File: src/pkg/pcd_pkg.sv
package pcd_pkg;
   // ---------------------------------------------
   // timing
   // ---------------------------------------------
   localparam int CLK_NS = 40;
   localparam int MIN_LOW_NS = 200;
   localparam int MAX_LOW_NS = 100000;
   localparam int SHDN_LOW_MS = 30;
   localparam int MIN_LOW_CYC = (MIN_LOW_NS + CLK_NS - 1) / CLK_NS;
   localparam int MAX_LOW_CYC = MAX_LOW_NS / CLK_NS;
   localparam int SHDN_LOW_CYC = SHDN_LOW_MS * 1000000 / CLK_NS;
   localparam int CNT_W = 20;
   // ---------------------------------------------
   // levels and channels
   // ---------------------------------------------
   localparam int NCH = 6;
   localparam int LVL_W = 5;
   localparam int CUR_W = 6;
   localparam logic [CUR_W-1:0] FULL_SCALE = 6'h20;
   localparam logic [LVL_W-1:0] LVL_RESET = 5'h00;
   localparam logic [LVL_W-1:0] LVL_STEP = 5'h01;
   typedef enum logic [1:0] {
      PCD_SHDN = 2'b00,
      PCD_RUN = 2'b01,
      PCD_LOW = 2'b10
   } pcd_state_e;
endpackage

File: src/pkg/pcd_ch_if.sv
`timescale 1ns/1ps
`default_nettype none
interface pcd_ch_if;
   import pcd_pkg::*;
   logic enable;
   logic open_det;
   logic short_det;
   logic tied_det;
   logic active;
   logic open_flag;
   modport top (output enable, output open_det, output short_det,
      output tied_det, input active, input open_flag);
   modport ch (input enable, input open_det, input short_det,
      input tied_det, output active, output open_flag);
endinterface
`default_nettype wire

File: src/hdl/pcd_channel.sv
`timescale 1ns/1ps
`default_nettype none
module pcd_channel
   import pcd_pkg::*;
(
   input wire logic clk,
   input wire logic rst,
   pcd_ch_if.ch ch
);
   // open channel stays in service, only flagged; it sinks nothing anyway
   wire excluded = ch.tied_det | ch.short_det;
   always_ff @(posedge clk) begin
      if (rst) begin
         ch.active <= 1'b0;
         ch.open_flag <= 1'b0;
      end else begin
         // detection runs regardless of enable
         ch.active <= ch.enable & ~excluded;
         ch.open_flag <= ch.open_det;
      end
   end
endmodule
`default_nettype wire

File: src/hdl/pcd_top.sv
`timescale 1ns/1ps
`default_nettype none
module pcd_top
   import pcd_pkg::*;
#(
   parameter int SHDN_CYC = SHDN_LOW_CYC
)
(
   input wire logic clk,
   input wire logic rst,
   input wire logic dimming_pulse_input,
   input wire logic duty_input,
   input wire logic pump_overvoltage,
   input wire logic [NCH-1:0] open_det,
   input wire logic [NCH-1:0] short_det,
   input wire logic [NCH-1:0] tied_det,
   output logic [CUR_W-1:0] current_code,
   output logic [NCH-1:0] channel_pins_en,
   output logic [NCH-1:0] channel_pins_oe,
   output logic [NCH-1:0] channel_open,
   output logic enabled,
   output logic mode_reeval
);
   // ---------------------------------------------
   // input synchronisers
   // ---------------------------------------------
   logic [1:0] dim_s;
   logic [1:0] duty_s;
   logic [1:0] ov_s;
   logic [NCH-1:0] open_a, open_b, short_a, short_b, tied_a, tied_b;
   always_ff @(posedge clk) begin
      if (rst) begin
         dim_s <= 2'h0;
         duty_s <= 2'h0;
         ov_s <= 2'h0;
         open_a <= '0;
         open_b <= '0;
         short_a <= '0;
         short_b <= '0;
         tied_a <= '0;
         tied_b <= '0;
      end else begin
         dim_s <= {dim_s[0], dimming_pulse_input};
         duty_s <= {duty_s[0], duty_input};
         ov_s <= {ov_s[0], pump_overvoltage};
         open_a <= open_det;
         open_b <= open_a;
         short_a <= short_det;
         short_b <= short_a;
         tied_a <= tied_det;
         tied_b <= tied_a;
      end
   end
   wire dim = dim_s[1];
   wire duty = duty_s[1];
   wire ov = ov_s[1];
   // ---------------------------------------------
   // low interval timer and state
   // ---------------------------------------------
   pcd_state_e state, next_state;
   logic [CNT_W-1:0] low_cnt;
   logic [LVL_W-1:0] level;
   logic [LVL_W-1:0] next_level;
   // saturate at the shutdown count so the counter never wraps
   wire [CNT_W-1:0] cnt_max = CNT_W'(SHDN_CYC);
   wire cnt_sat = (low_cnt >= cnt_max);
   wire glitch = (low_cnt < CNT_W'(MIN_LOW_CYC));
   wire too_long = (low_cnt > CNT_W'(MAX_LOW_CYC));
   wire shdn_hit = (low_cnt >= cnt_max);
   wire step_ok = ~glitch & ~too_long;
   always_comb begin
      next_state = state;
      next_level = level;
      case (state)
         PCD_SHDN: begin
            // dim high enables at full scale
            if (dim) begin
               next_state = PCD_RUN;
               next_level = LVL_RESET;
            end
         end
         PCD_RUN: begin
            if (!dim) begin
               next_state = PCD_LOW;
            end
         end
         PCD_LOW: begin
            if (shdn_hit) begin
               next_state = PCD_SHDN;
               next_level = LVL_RESET;
            end else if (dim) begin
               next_state = PCD_RUN;
               if (step_ok) begin
                  // 5-bit add wraps 31 back to 0
                  next_level = level + LVL_STEP;
               end
            end
         end
         default: begin
            next_state = PCD_SHDN;
            next_level = LVL_RESET;
         end
      endcase
      // overvoltage restarts operation at full scale
      if (ov && state != PCD_SHDN) begin
         next_level = LVL_RESET;
      end
   end
   always_ff @(posedge clk) begin
      if (rst) begin
         state <= PCD_SHDN;
         level <= LVL_RESET;
         low_cnt <= '0;
      end else begin
         state <= next_state;
         level <= next_level;
         if (dim || state == PCD_SHDN) begin
            low_cnt <= '0;
         end else if (!cnt_sat) begin
            low_cnt <= low_cnt + CNT_W'(1);
         end
      end
   end
   // ---------------------------------------------
   // channels
   // ---------------------------------------------
   wire run = (state != PCD_SHDN);
   // a low spell still counts as running until shutdown is reached
   wire drive = run & duty & ~ov;
   logic [NCH-1:0] ch_act;
   logic [NCH-1:0] ch_open;
   genvar g;
   generate
      for (g = 0; g < NCH; g++) begin : g_ch
         pcd_ch_if chb ();
         assign chb.enable = drive;
         assign chb.open_det = open_b[g];
         assign chb.short_det = short_b[g];
         assign chb.tied_det = tied_b[g];
         assign ch_act[g] = chb.active;
         assign ch_open[g] = chb.open_flag;
         pcd_channel u_ch (
            .clk(clk),
            .rst(rst),
            .ch(chb.ch)
         );
      end
   endgenerate
   // ---------------------------------------------
   // outputs
   // ---------------------------------------------
   wire [CUR_W-1:0] lvl_cur = FULL_SCALE - CUR_W'(level);
   always_ff @(posedge clk) begin
      if (rst) begin
         current_code <= '0;
         channel_pins_en <= '0;
         channel_pins_oe <= '0;
         channel_open <= '0;
         enabled <= 1'b0;
         mode_reeval <= 1'b0;
      end else begin
         current_code <= drive ? lvl_cur : '0;
         channel_pins_en <= ch_act;
         channel_pins_oe <= ch_act;
         channel_open <= ch_open;
         enabled <= run;
         mode_reeval <= ov & run;
      end
   end
endmodule
`default_nettype wire

File: config.mk
export PLATFORM = sky130hd
export DESIGN_NAME = pcd_top
export DESIGN_NICKNAME = d
export VERILOG_FILES = /design/src/pkg/pcd_pkg.sv /design/src/pkg/pcd_ch_if.sv /design/src/hdl/pcd_channel.sv /design/src/hdl/pcd_top.sv
export SDC_FILE = /design/constraint.sdc
export NUM_CORES = 1
export LEC_CHECK = 0
export ABC_AREA = 1
export ABC_CLOCK_PERIOD_IN_PS = 3600
export BUFFER_PORTS_ARGS = -buffer_cell sky130_fd_sc_hd__clkbuf_2
export CAP_MARGIN = 5
export CORE_ASPECT_RATIO = 1.4
export CORE_UTILIZATION = 45
export DETAILED_ROUTE_END_ITERATION = 10
export HOLD_SLACK_MARGIN = 0.05
export SETUP_SLACK_MARGIN = 0.5
export SLEW_MARGIN = 25
export SYNTH_ARGS = -nofsm -noshare
export SYNTH_HDL_FRONTEND = slang
export SYNTH_HIERARCHICAL = 1
export SYNTH_SLANG_ARGS = --single-unit
File: constraint.sdc
create_clock -name clk -period 3.6 [get_ports clk]
set_input_delay 0.9 -clock clk [delete_from_list [all_inputs] [get_ports clk]]
set_output_delay 0.9 -clock clk [all_outputs]
set_load 0.01 [all_outputs]
# After elaboration in Yosys (flattened, before gate mapping)

Cells that the tools add are included.

Output and inout bits: 26
Register bits: 101
Word-level logic and storage cells: 85
Bits of input ports: 23

Muxes and demuxes: 9
$lt $le $gt $ge: 3
Bitwise gates (word level): 27
Eq/ne operators: 6
$add $sub $neg: 3
Reduce and logical (&&, ||, !) cells: 8

Operators by type and width:

| cell                    | number |
|---|---|
| $add A20 B1 Y20 const B | 1 |
| $ge A20 B20 Y1 const B  | 1 |
| $gt A20 B12 Y1 const B  | 1 |
| $lt A20 B3 Y1 const B   | 1 |
| $mux W5                 | 4 |
| $pmux W5 S3             | 1 |
| $not A1 Y1              | 11 |
| $and A1 B1 Y1           | 10 |
| $mux W2                 | 3 |
| $ne A3 B3 Y1 const B    | 2 |
| $or A1 B1 Y1            | 6 |
| $pmux W2 S3             | 1 |
| $reduce_or A2 Y1        | 3 |
| $sub A6 B5 Y6 const A   | 1 |
| $add A5 B1 Y5 const B   | 1 |
| $ne A2 B2 Y1 const B    | 2 |
| $reduce_and A4 Y1       | 1 |
| $eq A2 B1 Y1 const B    | 1 |
| $eq A2 B2 Y1 const B    | 1 |
| $logic_not A2 Y1        | 1 |
| $reduce_bool A2 Y1      | 1 |
| $logic_and A1 B1 Y1     | 1 |
| $logic_or A1 B1 Y1      | 1 |

# Logic depth before layout (Yosys ltp)

Gate-level depths: netlist (run 1).

Depth after elaboration: 7
Gate-level depth with buffers: 12
Mapped depth without buffers: 12

# Hierarchy

The synthesis (run 1) kept the hierarchy.

Modules (own cells, without submodules):

| module      | cells an instance | instances | area each (sq um) |
|---|---|---|---|
| pcd_top     | 476               | 1         | 3607.2 |
| pcd_channel | 10                | 6         | 70.1 |

# Least setup slack after synthesis (run 1)

Ideal clock, no wire load.

Path kind: input -> register
Start point: input port rst
End point: register channel_open[0]
Library setup time: 0.128 ns
Required time: 3.472 ns
Buffers on the path: 2
Setup slack: 1.965 ns
Stages on the path: 3
Data arrival time: 1.507 ns
Cells stage by stage: clkbuf_1 buf_1 nor2_1

RTL lines:

| item                 | line           | RTL |
|---|---|---|
| from (decl)          | pcd_top.sv:10  | `input wire logic rst,` |
| to (signal assigned) | pcd_top.sv:165 | `channel_open <= ch_open;` |
| to (decl)            | pcd_top.sv:20  | `output logic [NCH-1:0] channel_open,` |

No word-level cell between the ends.

# Worst setup path after layout (run 1)

Start point: register low_cnt[0]
End point: register low_cnt[16]

Word-level cells in the longest chain between the ends: 1

RTL lines:

| item                                                     | line                          | RTL |
|---|---|---|
| from (decl)                                              | pcd_top.sv:61                 | `logic [CNT_W-1:0] low_cnt;` |
| from (signal assigned)                                   | pcd_top.sv:120                | `low_cnt <= low_cnt + CNT_W'(1);` |
| $add A20 B1 Y20 / $ge A20 B20 Y1 (equally long branches) | pcd_top.sv:120, pcd_top.sv:66 |  |

Parallel ways exist; a longest one is shown, timed or not.
A chain may end at the register's enable or synchronous reset.

==> run_results.csv, run 1 <==
group,metric,value,unit
clock_network,clk_latency,0.35,ns
power_and_ir_drop,peakVddDrop,0.3307,mV
floorplan,rows,40,
finish,drive_above_1_share,0.1641,
route,wl_met2,3.359,mm
finish,layout_common_cells,"inv_1, nor2_1, dfxtp_1",
timing,slew_headroom,0.6489,
clock_network,cts_max_level,3,
logic_synthesis,synth_nets,564,
timing,setup_viol,0,
placement,io_buffers,48,
grt,grt-ovfl-total,0,
logic_synthesis,synth-async-reset-ratio,0,
worst_setup_path,cpMaxStageDelayCell,"dfxtp_1",
clock_network,cts_num_sinks,101,
placement,routabilityCongestion,0.8948,
power_and_ir_drop,leakagePower,2.165,nW
placement,dp_hpwl,4.920,mm
route,dr.pass1.iters,4,
finish,layout_commonest_cell,"inv_1",
clock_network,post-cts-setup-buffers,0,
grt,grtUsageTotal,0.1693,
grt,antenna_found_initial,0,
power_and_ir_drop,power_density,485.3,nW/um^2
worst_hold_path,hold_path_class,"flip-flop to flip-flop",
floorplan,io_pins,49,
logic_synthesis,synthFlopType,"dfxtp_1",
finish,multi_input_area,1469,um^2
logic_synthesis,yosys_register_bits,101,
worst_setup_path,crit_buf_inv,1,
worst_setup_path,crit_chain,"ha_1 > inv_1 > nor2_2 > nand2_1 > nor2_2 > nand4_1 > xnor2_1 > nand2_1 > a21oi_1",
job,cap_violations,0,
logic_synthesis,syn_avg_cell_area,7.514,um^2
route,wl,6.827,mm
worst_setup_path,worstPathArrival,2.08,ns
route,drtIter0Drc,132,
timing,fin_crit,1.809,ns
worst_setup_path,cp.required,3.87,ns
logic_synthesis,synth_cell_types,38,
timing,fin_crit_sh,0.5024,
worst_setup_path,slowest_delay,0.45,ns
logic_synthesis,yosysSeqAreaShare,0.5020,
timing,finClkSkew,0.006627,ns
route,via_count,3046,
clock_network,clkTransAtPathRegs,0.07,ns
timing,holdWs,0.3994,ns
status,status,"finished, final reports clean",
finish,num_antenna_cells,0,
route,antenna_left,0,
finish,stdcell_area,4632,um^2
timing,finalSetupTns,0,ns
floorplan,die_h,113.9,um
grt,first_global_vias,2876,
finish,fill_cells,842,
logic_synthesis,ys_warn_count,6,
timing,tightest_slew,0.5266,ns
placement,dpl_worst_slack,1.517,ns
floorplan,coreArea,8608,um^2
route,wl_per_cell,9.894,um
timing,slew_viol_final,0,
timing,fmax,552.9,MHz
worst_setup_path,crit_family,"simple AND/OR/NAND/NOR gates",
logic_synthesis,synth_edf_count,0,
grt,grt_pass1_wl,12.03,mm
finish,ff_latch_area,2022,um^2
grt,grt_max_degree,58,
route,vias_per_cell,4.414,
worst_setup_path,cp_max_fo,6,
timing,fin_ws,1.791,ns
worst_setup_path,start_kind,"flip-flop",
logic_synthesis,synthCells,536,
floorplan,die_x,81.96,um
clock_network,cts_buffer_depth,2,
timing,rsz0062_at_grt,"no",
route,wl_met1,3.002,mm
route,drc,0,
finish,final_net_count,608,
clock_network,numCtsBuffers,9,
clock_network,root_buffer,"clkbuf_16",
route,top_layer,"met4",
worst_setup_path,end_kind,"flip-flop",
worst_setup_path,worstSetupPathType,"flip-flop to flip-flop",
finish,syn_to_final_growth,15.00,%
placement,placed_area,4314,um^2
clock_network,cts_tree,"built",
logic_synthesis,netlist_area,4028,um^2
floorplan,initial_core_util,0.4679,
route,route.met3.wl,233,um
clock_network,post_cts_resized,0,
timing,finalHoldViolCount,0,
floorplan,dieArea,9338,um^2
clock_network,hold_buffers,0,
[power by group]
part | total, mW | internal [mW] | switching [mW] | leakage (nW)
registers | 1.16 | 1.15 | 0.0130 | 0.824
clock network | 0.997 | 0.555 | 0.441 | 0.155
logic | 0.0909 | 0.0358 | 0.0552 | 1.19
[sequential cells by signal, indices dropped and copies added (netlist names)]
| signal | cells |
|---|---|
| low_cnt | 20 |
| channel_open | 6 |
| channel_pins_oe | 6 |
| current_code | 6 |
| g_ch.u_ch/ch.active | 6 |
| g_ch.u_ch/ch.open_flag | 6 |
| open_a | 6 |
| open_b | 6 |
| short_a | 6 |
| short_b | 6 |
| tied_a | 6 |
| tied_b | 6 |
| level | 5 |
| dim_s | 2 |
| duty_s | 2 |
| ov_s | 2 |
| state | 2 |
| enabled | 1 |
| mode_reeval | 1 |
[cell usage after synthesis (all sizes together), types with 3 or more instances]
master  count  area (um^2)
and3        3        18.77
ha          5        62.56
dfxtp     101         2022
xor2        6        52.55
nor3        8        50.05
nand3      23        137.6
nand3b      3        22.52
a21oi      19        95.09
nor2      114        447.9
inv       116        435.4
nand4       7        43.79
xnor2       3        26.28
nand2      91        389.1
buf        10        70.06
o21ai      11        58.81
clkbuf      6        22.52
[worst register-to-register path, delay by kind of cell (launching register included)]
family | cells | cell delay (ns)
AO/OA/AOI/OAI | 1 | 0.13
XOR/XNOR | 1 | 0.16
adder cells (fa/ha/maj) | 1 | 0.25
buffers and inverters | 1 | 0.08
flip-flops | 1 | 0.45
AND/OR/NAND/NOR | 5 | 0.66
[final timing paths]
path,startpoint,to,slack [ns],cells after the start
setup / recovery,low_cnt[0],low_cnt[16],1.79,9
hold / removal,g_ch[2].u_ch/ch.open_flag,channel_open[2],0.40,2
setup reg to reg,low_cnt[0],low_cnt[16],1.79,9
hold reg to reg,g_ch[2].u_ch/ch.open_flag,channel_open[2],0.40,2
[cells by family (layout without fill, tap and decap cells)]
logic type      after synthesis  count (layout)  synth area share
compound gates               33              33           0.04443
xor+xnor                      9               9           0.01957
flops                       101             101            0.5020
simple gates                254             254            0.2852
buf+inv                     134             183            0.1333
fa+ha+maj                     5               5           0.01553
[layer usage]
metal / global-route usage / vias to the layer above
li1: - / 1673
met1: 0.1876 / 1300
met2: 0.2815 / 55
met3: 0.04000 / 18
met4: 0.1111 / 0
met5: 0 / -
[cell type report]
class	count	share of cell area
Tap cell	105	0.02836
Clock inverter	7	0.01999
Inverter	118	0.09589
Sequential cell	101	0.4365
Timing Repair Buffer	49	0.05348
Clock buffer	9	0.04862
Multi-Input combinational cell	301	0.3171
[metrics by stage]
stage | total power, mW | utilization | instances
2_1_floorplan | 1.250 | - | 536
3_3_place_gp | 1.277 | 0.5012 | 674
3_5_place_dp | 1.279 | 0.5012 | 674
4_1_cts | 2.289 | 0.5381 | 690
5_1_grt | 2.351 | 0.5381 | 690
6_report | 2.248 | 0.5381 | 690
No activity file was read; power rests on OpenSTA's default activity.
==> inputs of run 2 (changes only) <==
ABC_AREA = 0   (was 1)
ABC_CLOCK_PERIOD_IN_PS = 1500   (was 3600)
PLACE_DENSITY = 0.67   (was default)
clock period = 1.5 ns   (was 3.6 ns; I/O delays follow)
==> run 2 against run 1 <==
Fmax decreased by 4.1%. Clock-buffer cell count unchanged. The flow now finishes with violations (negative setup slack). Synthesized area decreased by 6.4%. Highest routed layer unchanged. Sequential power grew 140%. Design area grew 19%. Worst setup slack got worse by 2.2 ns. Global-route usage grew 1.5 points.
==> run_results.csv, run 2 <==
group,metric,value,unit
status,status,"complete, but fails checks",
status,violations,"negative setup slack",
floorplan,die_h,110.3,um
logic_synthesis,synth_area_leaders,"dfxtp_1, nor2b_1, nor4b_2",
route,vias_per_cell,5.048,
grt,grtUsageTotal,0.1843,
timing,fin_crit,1.886,ns
worst_setup_path,worstSetupPathType,"flip-flop to flip-flop",
timing,setup_viol,27,
placement,dpl_worst_slack,-0.3609,ns
clock_network,clk_latency,0.34,ns
floorplan,rows,39,
grt,first_global_vias,2677,
finish,layout_common_cells,"dfxtp_1, nor2b_1, buf_4",
logic_synthesis,yosys.area.top_type,"dfxtp_1",
power_and_ir_drop,p_sw,1.235,mW
logic_synthesis,ys_warn_count,6,
logic_synthesis,synth_most_common_cell,"dfxtp_1",
grt,grt-ovfl-total,0,
grt,grt_max_degree,68,
finish,drive_above_1_share,0.4917,
logic_synthesis,synthCells,372,
finish,regMostFlops,"low_cnt",
finish,stdcell_area,5499,um^2
route,drc,0,
power_and_ir_drop,power_frac_clock,0.455,
power_and_ir_drop,seqPwrFrac,0.507,
logic_synthesis,synthFlopType,"dfxtp_1",
finish,syn_to_final_growth,45.82,%
logic_synthesis,yosys_register_bits,101,
placement,routabilityCongestion,0.8400,
finish,num_antenna_cells,0,
timing,rsz0062_at_grt,"yes",
placement,placed_area,4467,um^2
clock_network,cts_max_level,3,
clock_network,cts_buffer_depth,2,
finish,layout_commonest_cell,"dfxtp_1",
logic_synthesis,synth_edf_count,0,
worst_hold_path,hold_path_class,"input port to flip-flop",
power_and_ir_drop,intPower,4.187,mW
job,cap_violations,0,
clock_network,hold_buffers,0,
power_and_ir_drop,peakVddDrop,0.7666,mV
logic_synthesis,synth-async-reset-ratio,0,
logic_synthesis,synth_nets,400,
clock_network,cts_tree,"built",
timing,slew_headroom,0.7151,
clock_network,root_buffer,"clkbuf_16",
floorplan,io_pins,49,
route,wl,8.334,mm
grt,grt_pass1_wl,12.32,mm
logic_synthesis,yosysTopAreaCellShare,0.5362,
logic_synthesis,syn_avg_cell_area,10.14,um^2
timing,finClkSkew,0.007265,ns
timing,finalHoldViolCount,0,
route,antenna_left,0,
floorplan,coreArea,8149,um^2
timing,tightest_slew,0.4166,ns
timing,fin_ws,-0.3865,ns
floorplan,initial_core_util,0.4628,
logic_synthesis,synth_cell_types,47,
timing,fmax,530.1,MHz
route,via_count,2938,
floorplan,die_x,79.37,um
worst_setup_path,end_kind,"flip-flop",
worst_setup_path,worstPathArrival,2.17,ns
timing,finalSetupTns,-6.858,ns
worst_setup_path,start_kind,"flip-flop",
floorplan,dieArea,8756,um^2
power_and_ir_drop,power_frac_comb,0.037,
logic_synthesis,synthTopCellsByCount,"dfxtp_1, nor2b_1, nand2_1, nor2_1",
timing,fin_crit_sh,1.258,
clock_network,cts_num_sinks,101,
timing,slew_viol_final,0,
route,dr.pass1.iters,4,
route,wl_per_cell,14.32,um
clock_network,numCtsBuffers,9,
power_and_ir_drop,leakagePower,2.106,nW
clock_network,clkTransAtPathRegs,0.08,ns
logic_synthesis,yosysSeqAreaShare,0.5362,
placement,io_buffers,48,
timing,holdWs,0.2327,ns
placement,dp_hpwl,4.933,mm
power_and_ir_drop,power_density,985.9,nW/um^2
power_and_ir_drop,p_sw_frac,0.2278,
route,drtIter0Drc,147,
worst_setup_path,cp.required,1.78,ns
finish,largest_reg_flops,20,
finish,final_net_count,503,
grt,antenna_found_initial,0,
worst_setup_path,cp_max_fo,5,
logic_synthesis,netlist_area,3771,um^2
[run 2: changes by cell type in the layout (fill, tap and decap cells not counted), moves of 33 or more]
cell | before | now
dfxtp_1 | 101 | 68
buf_6 | 0 | 37
nand2_1 | 80 | 20
buf_4 | 1 | 48
nor2b_1 | 0 | 60
nor2_1 | 108 | 11
inv_1 | 111 | 6
[run 2: area by class of cell]
type                       instances  area, um^2
inverter                           8       30.03
sequential                       101        2086
fill                             587        2650
timing repair buffer             116       987.2
clock buffer                       9       225.2
clock inverter                     7       100.1
multi-input combinational        239        1943
tap                              102       127.6
[run 2: power by group through the flow]
| stage | Combinational (mW) | Sequential [mW] | Clock [mW] |
|---|---|---|---|
| floorplan | 0.100 | 2.82 | 0 |
| finish | 0.202 | 2.75 | 2.47 |
| global route | 0.223 | 2.76 | 2.64 |
| CTS | 0.192 | 2.75 | 2.51 |
| detailed placement | 0.178 | 2.82 | 0 |
| global placement | 0.175 | 2.82 | 0 |
[run 2: cells by family (layout without fill, tap and decap cells)]
family,count (synthesis),in the layout,share of synthesized area
AND/OR/NAND/NOR,169,170,0.2764
flip-flops,101,101,0.5362
AO/OA/AOI/OAI,51,52,0.09655
XOR/XNOR,9,9,0.02090
adder cells (fa/ha/maj),5,5,0.01659
multiplexers,3,3,0.008295
buffers and inverters,34,140,0.04512
[run 2: per-layer routing]
layer / vias to the layer above / share of wire / global-route usage
met5: - / 0 / 0
met4: 0 / 0.014 / 0.06623
met3: 12 / 0.030 / 0.04444
met2: 41 / 0.56 / 0.3411
met1: 1403 / 0.39 / 0.2027
li1: 1482 / - / -
[run 2: stage by stage]
step | instances | utilization | power (mW)
final | 582 | 0.6748 | 5.422
after detailed placement | 546 | 0.5481 | 3.000
after global routing | 582 | 0.6748 | 5.618
after CTS | 577 | 0.6301 | 5.459
after global placement | 546 | 0.5481 | 2.995
after floorplan | 372 | - | 2.921
[run 2: repair_timing]
| item | 4_1_cts | 5_1_grt |
|---|---|---|
| setup buffers | 13 | 5 |
| setup endpoints to repair | 127 | 66 |
| pin swaps | 25 | 20 |
| resized for setup | 64 | 92 |
| gates cloned | 2 | 0 |
[run 2: path summary, 6_finish.rpt]
check	endpoint	from	cells past startpoint	slack (ns)
worst min-delay path	short_a[2]	short_det[2]	2	0.23
worst min register to register	channel_pins_oe[0]	g_ch[0].u_ch/ch.active	1	0.43
worst max register to register	low_cnt[18]	low_cnt[1]	9	-0.39
worst max-delay path	low_cnt[18]	low_cnt[1]	9	-0.39
[run 2: critical path, stage by stage, from the launching register on]
cell	delay, ns
dfxtp_2	0.34
buf_4	0.11
buf_6	0.08
buf_6	0.10
ha_4	0.15
nand3_4	0.08
a21oi_4	0.17
o21ai_4	0.11
or4_4	0.54
a21oi_2	0.13
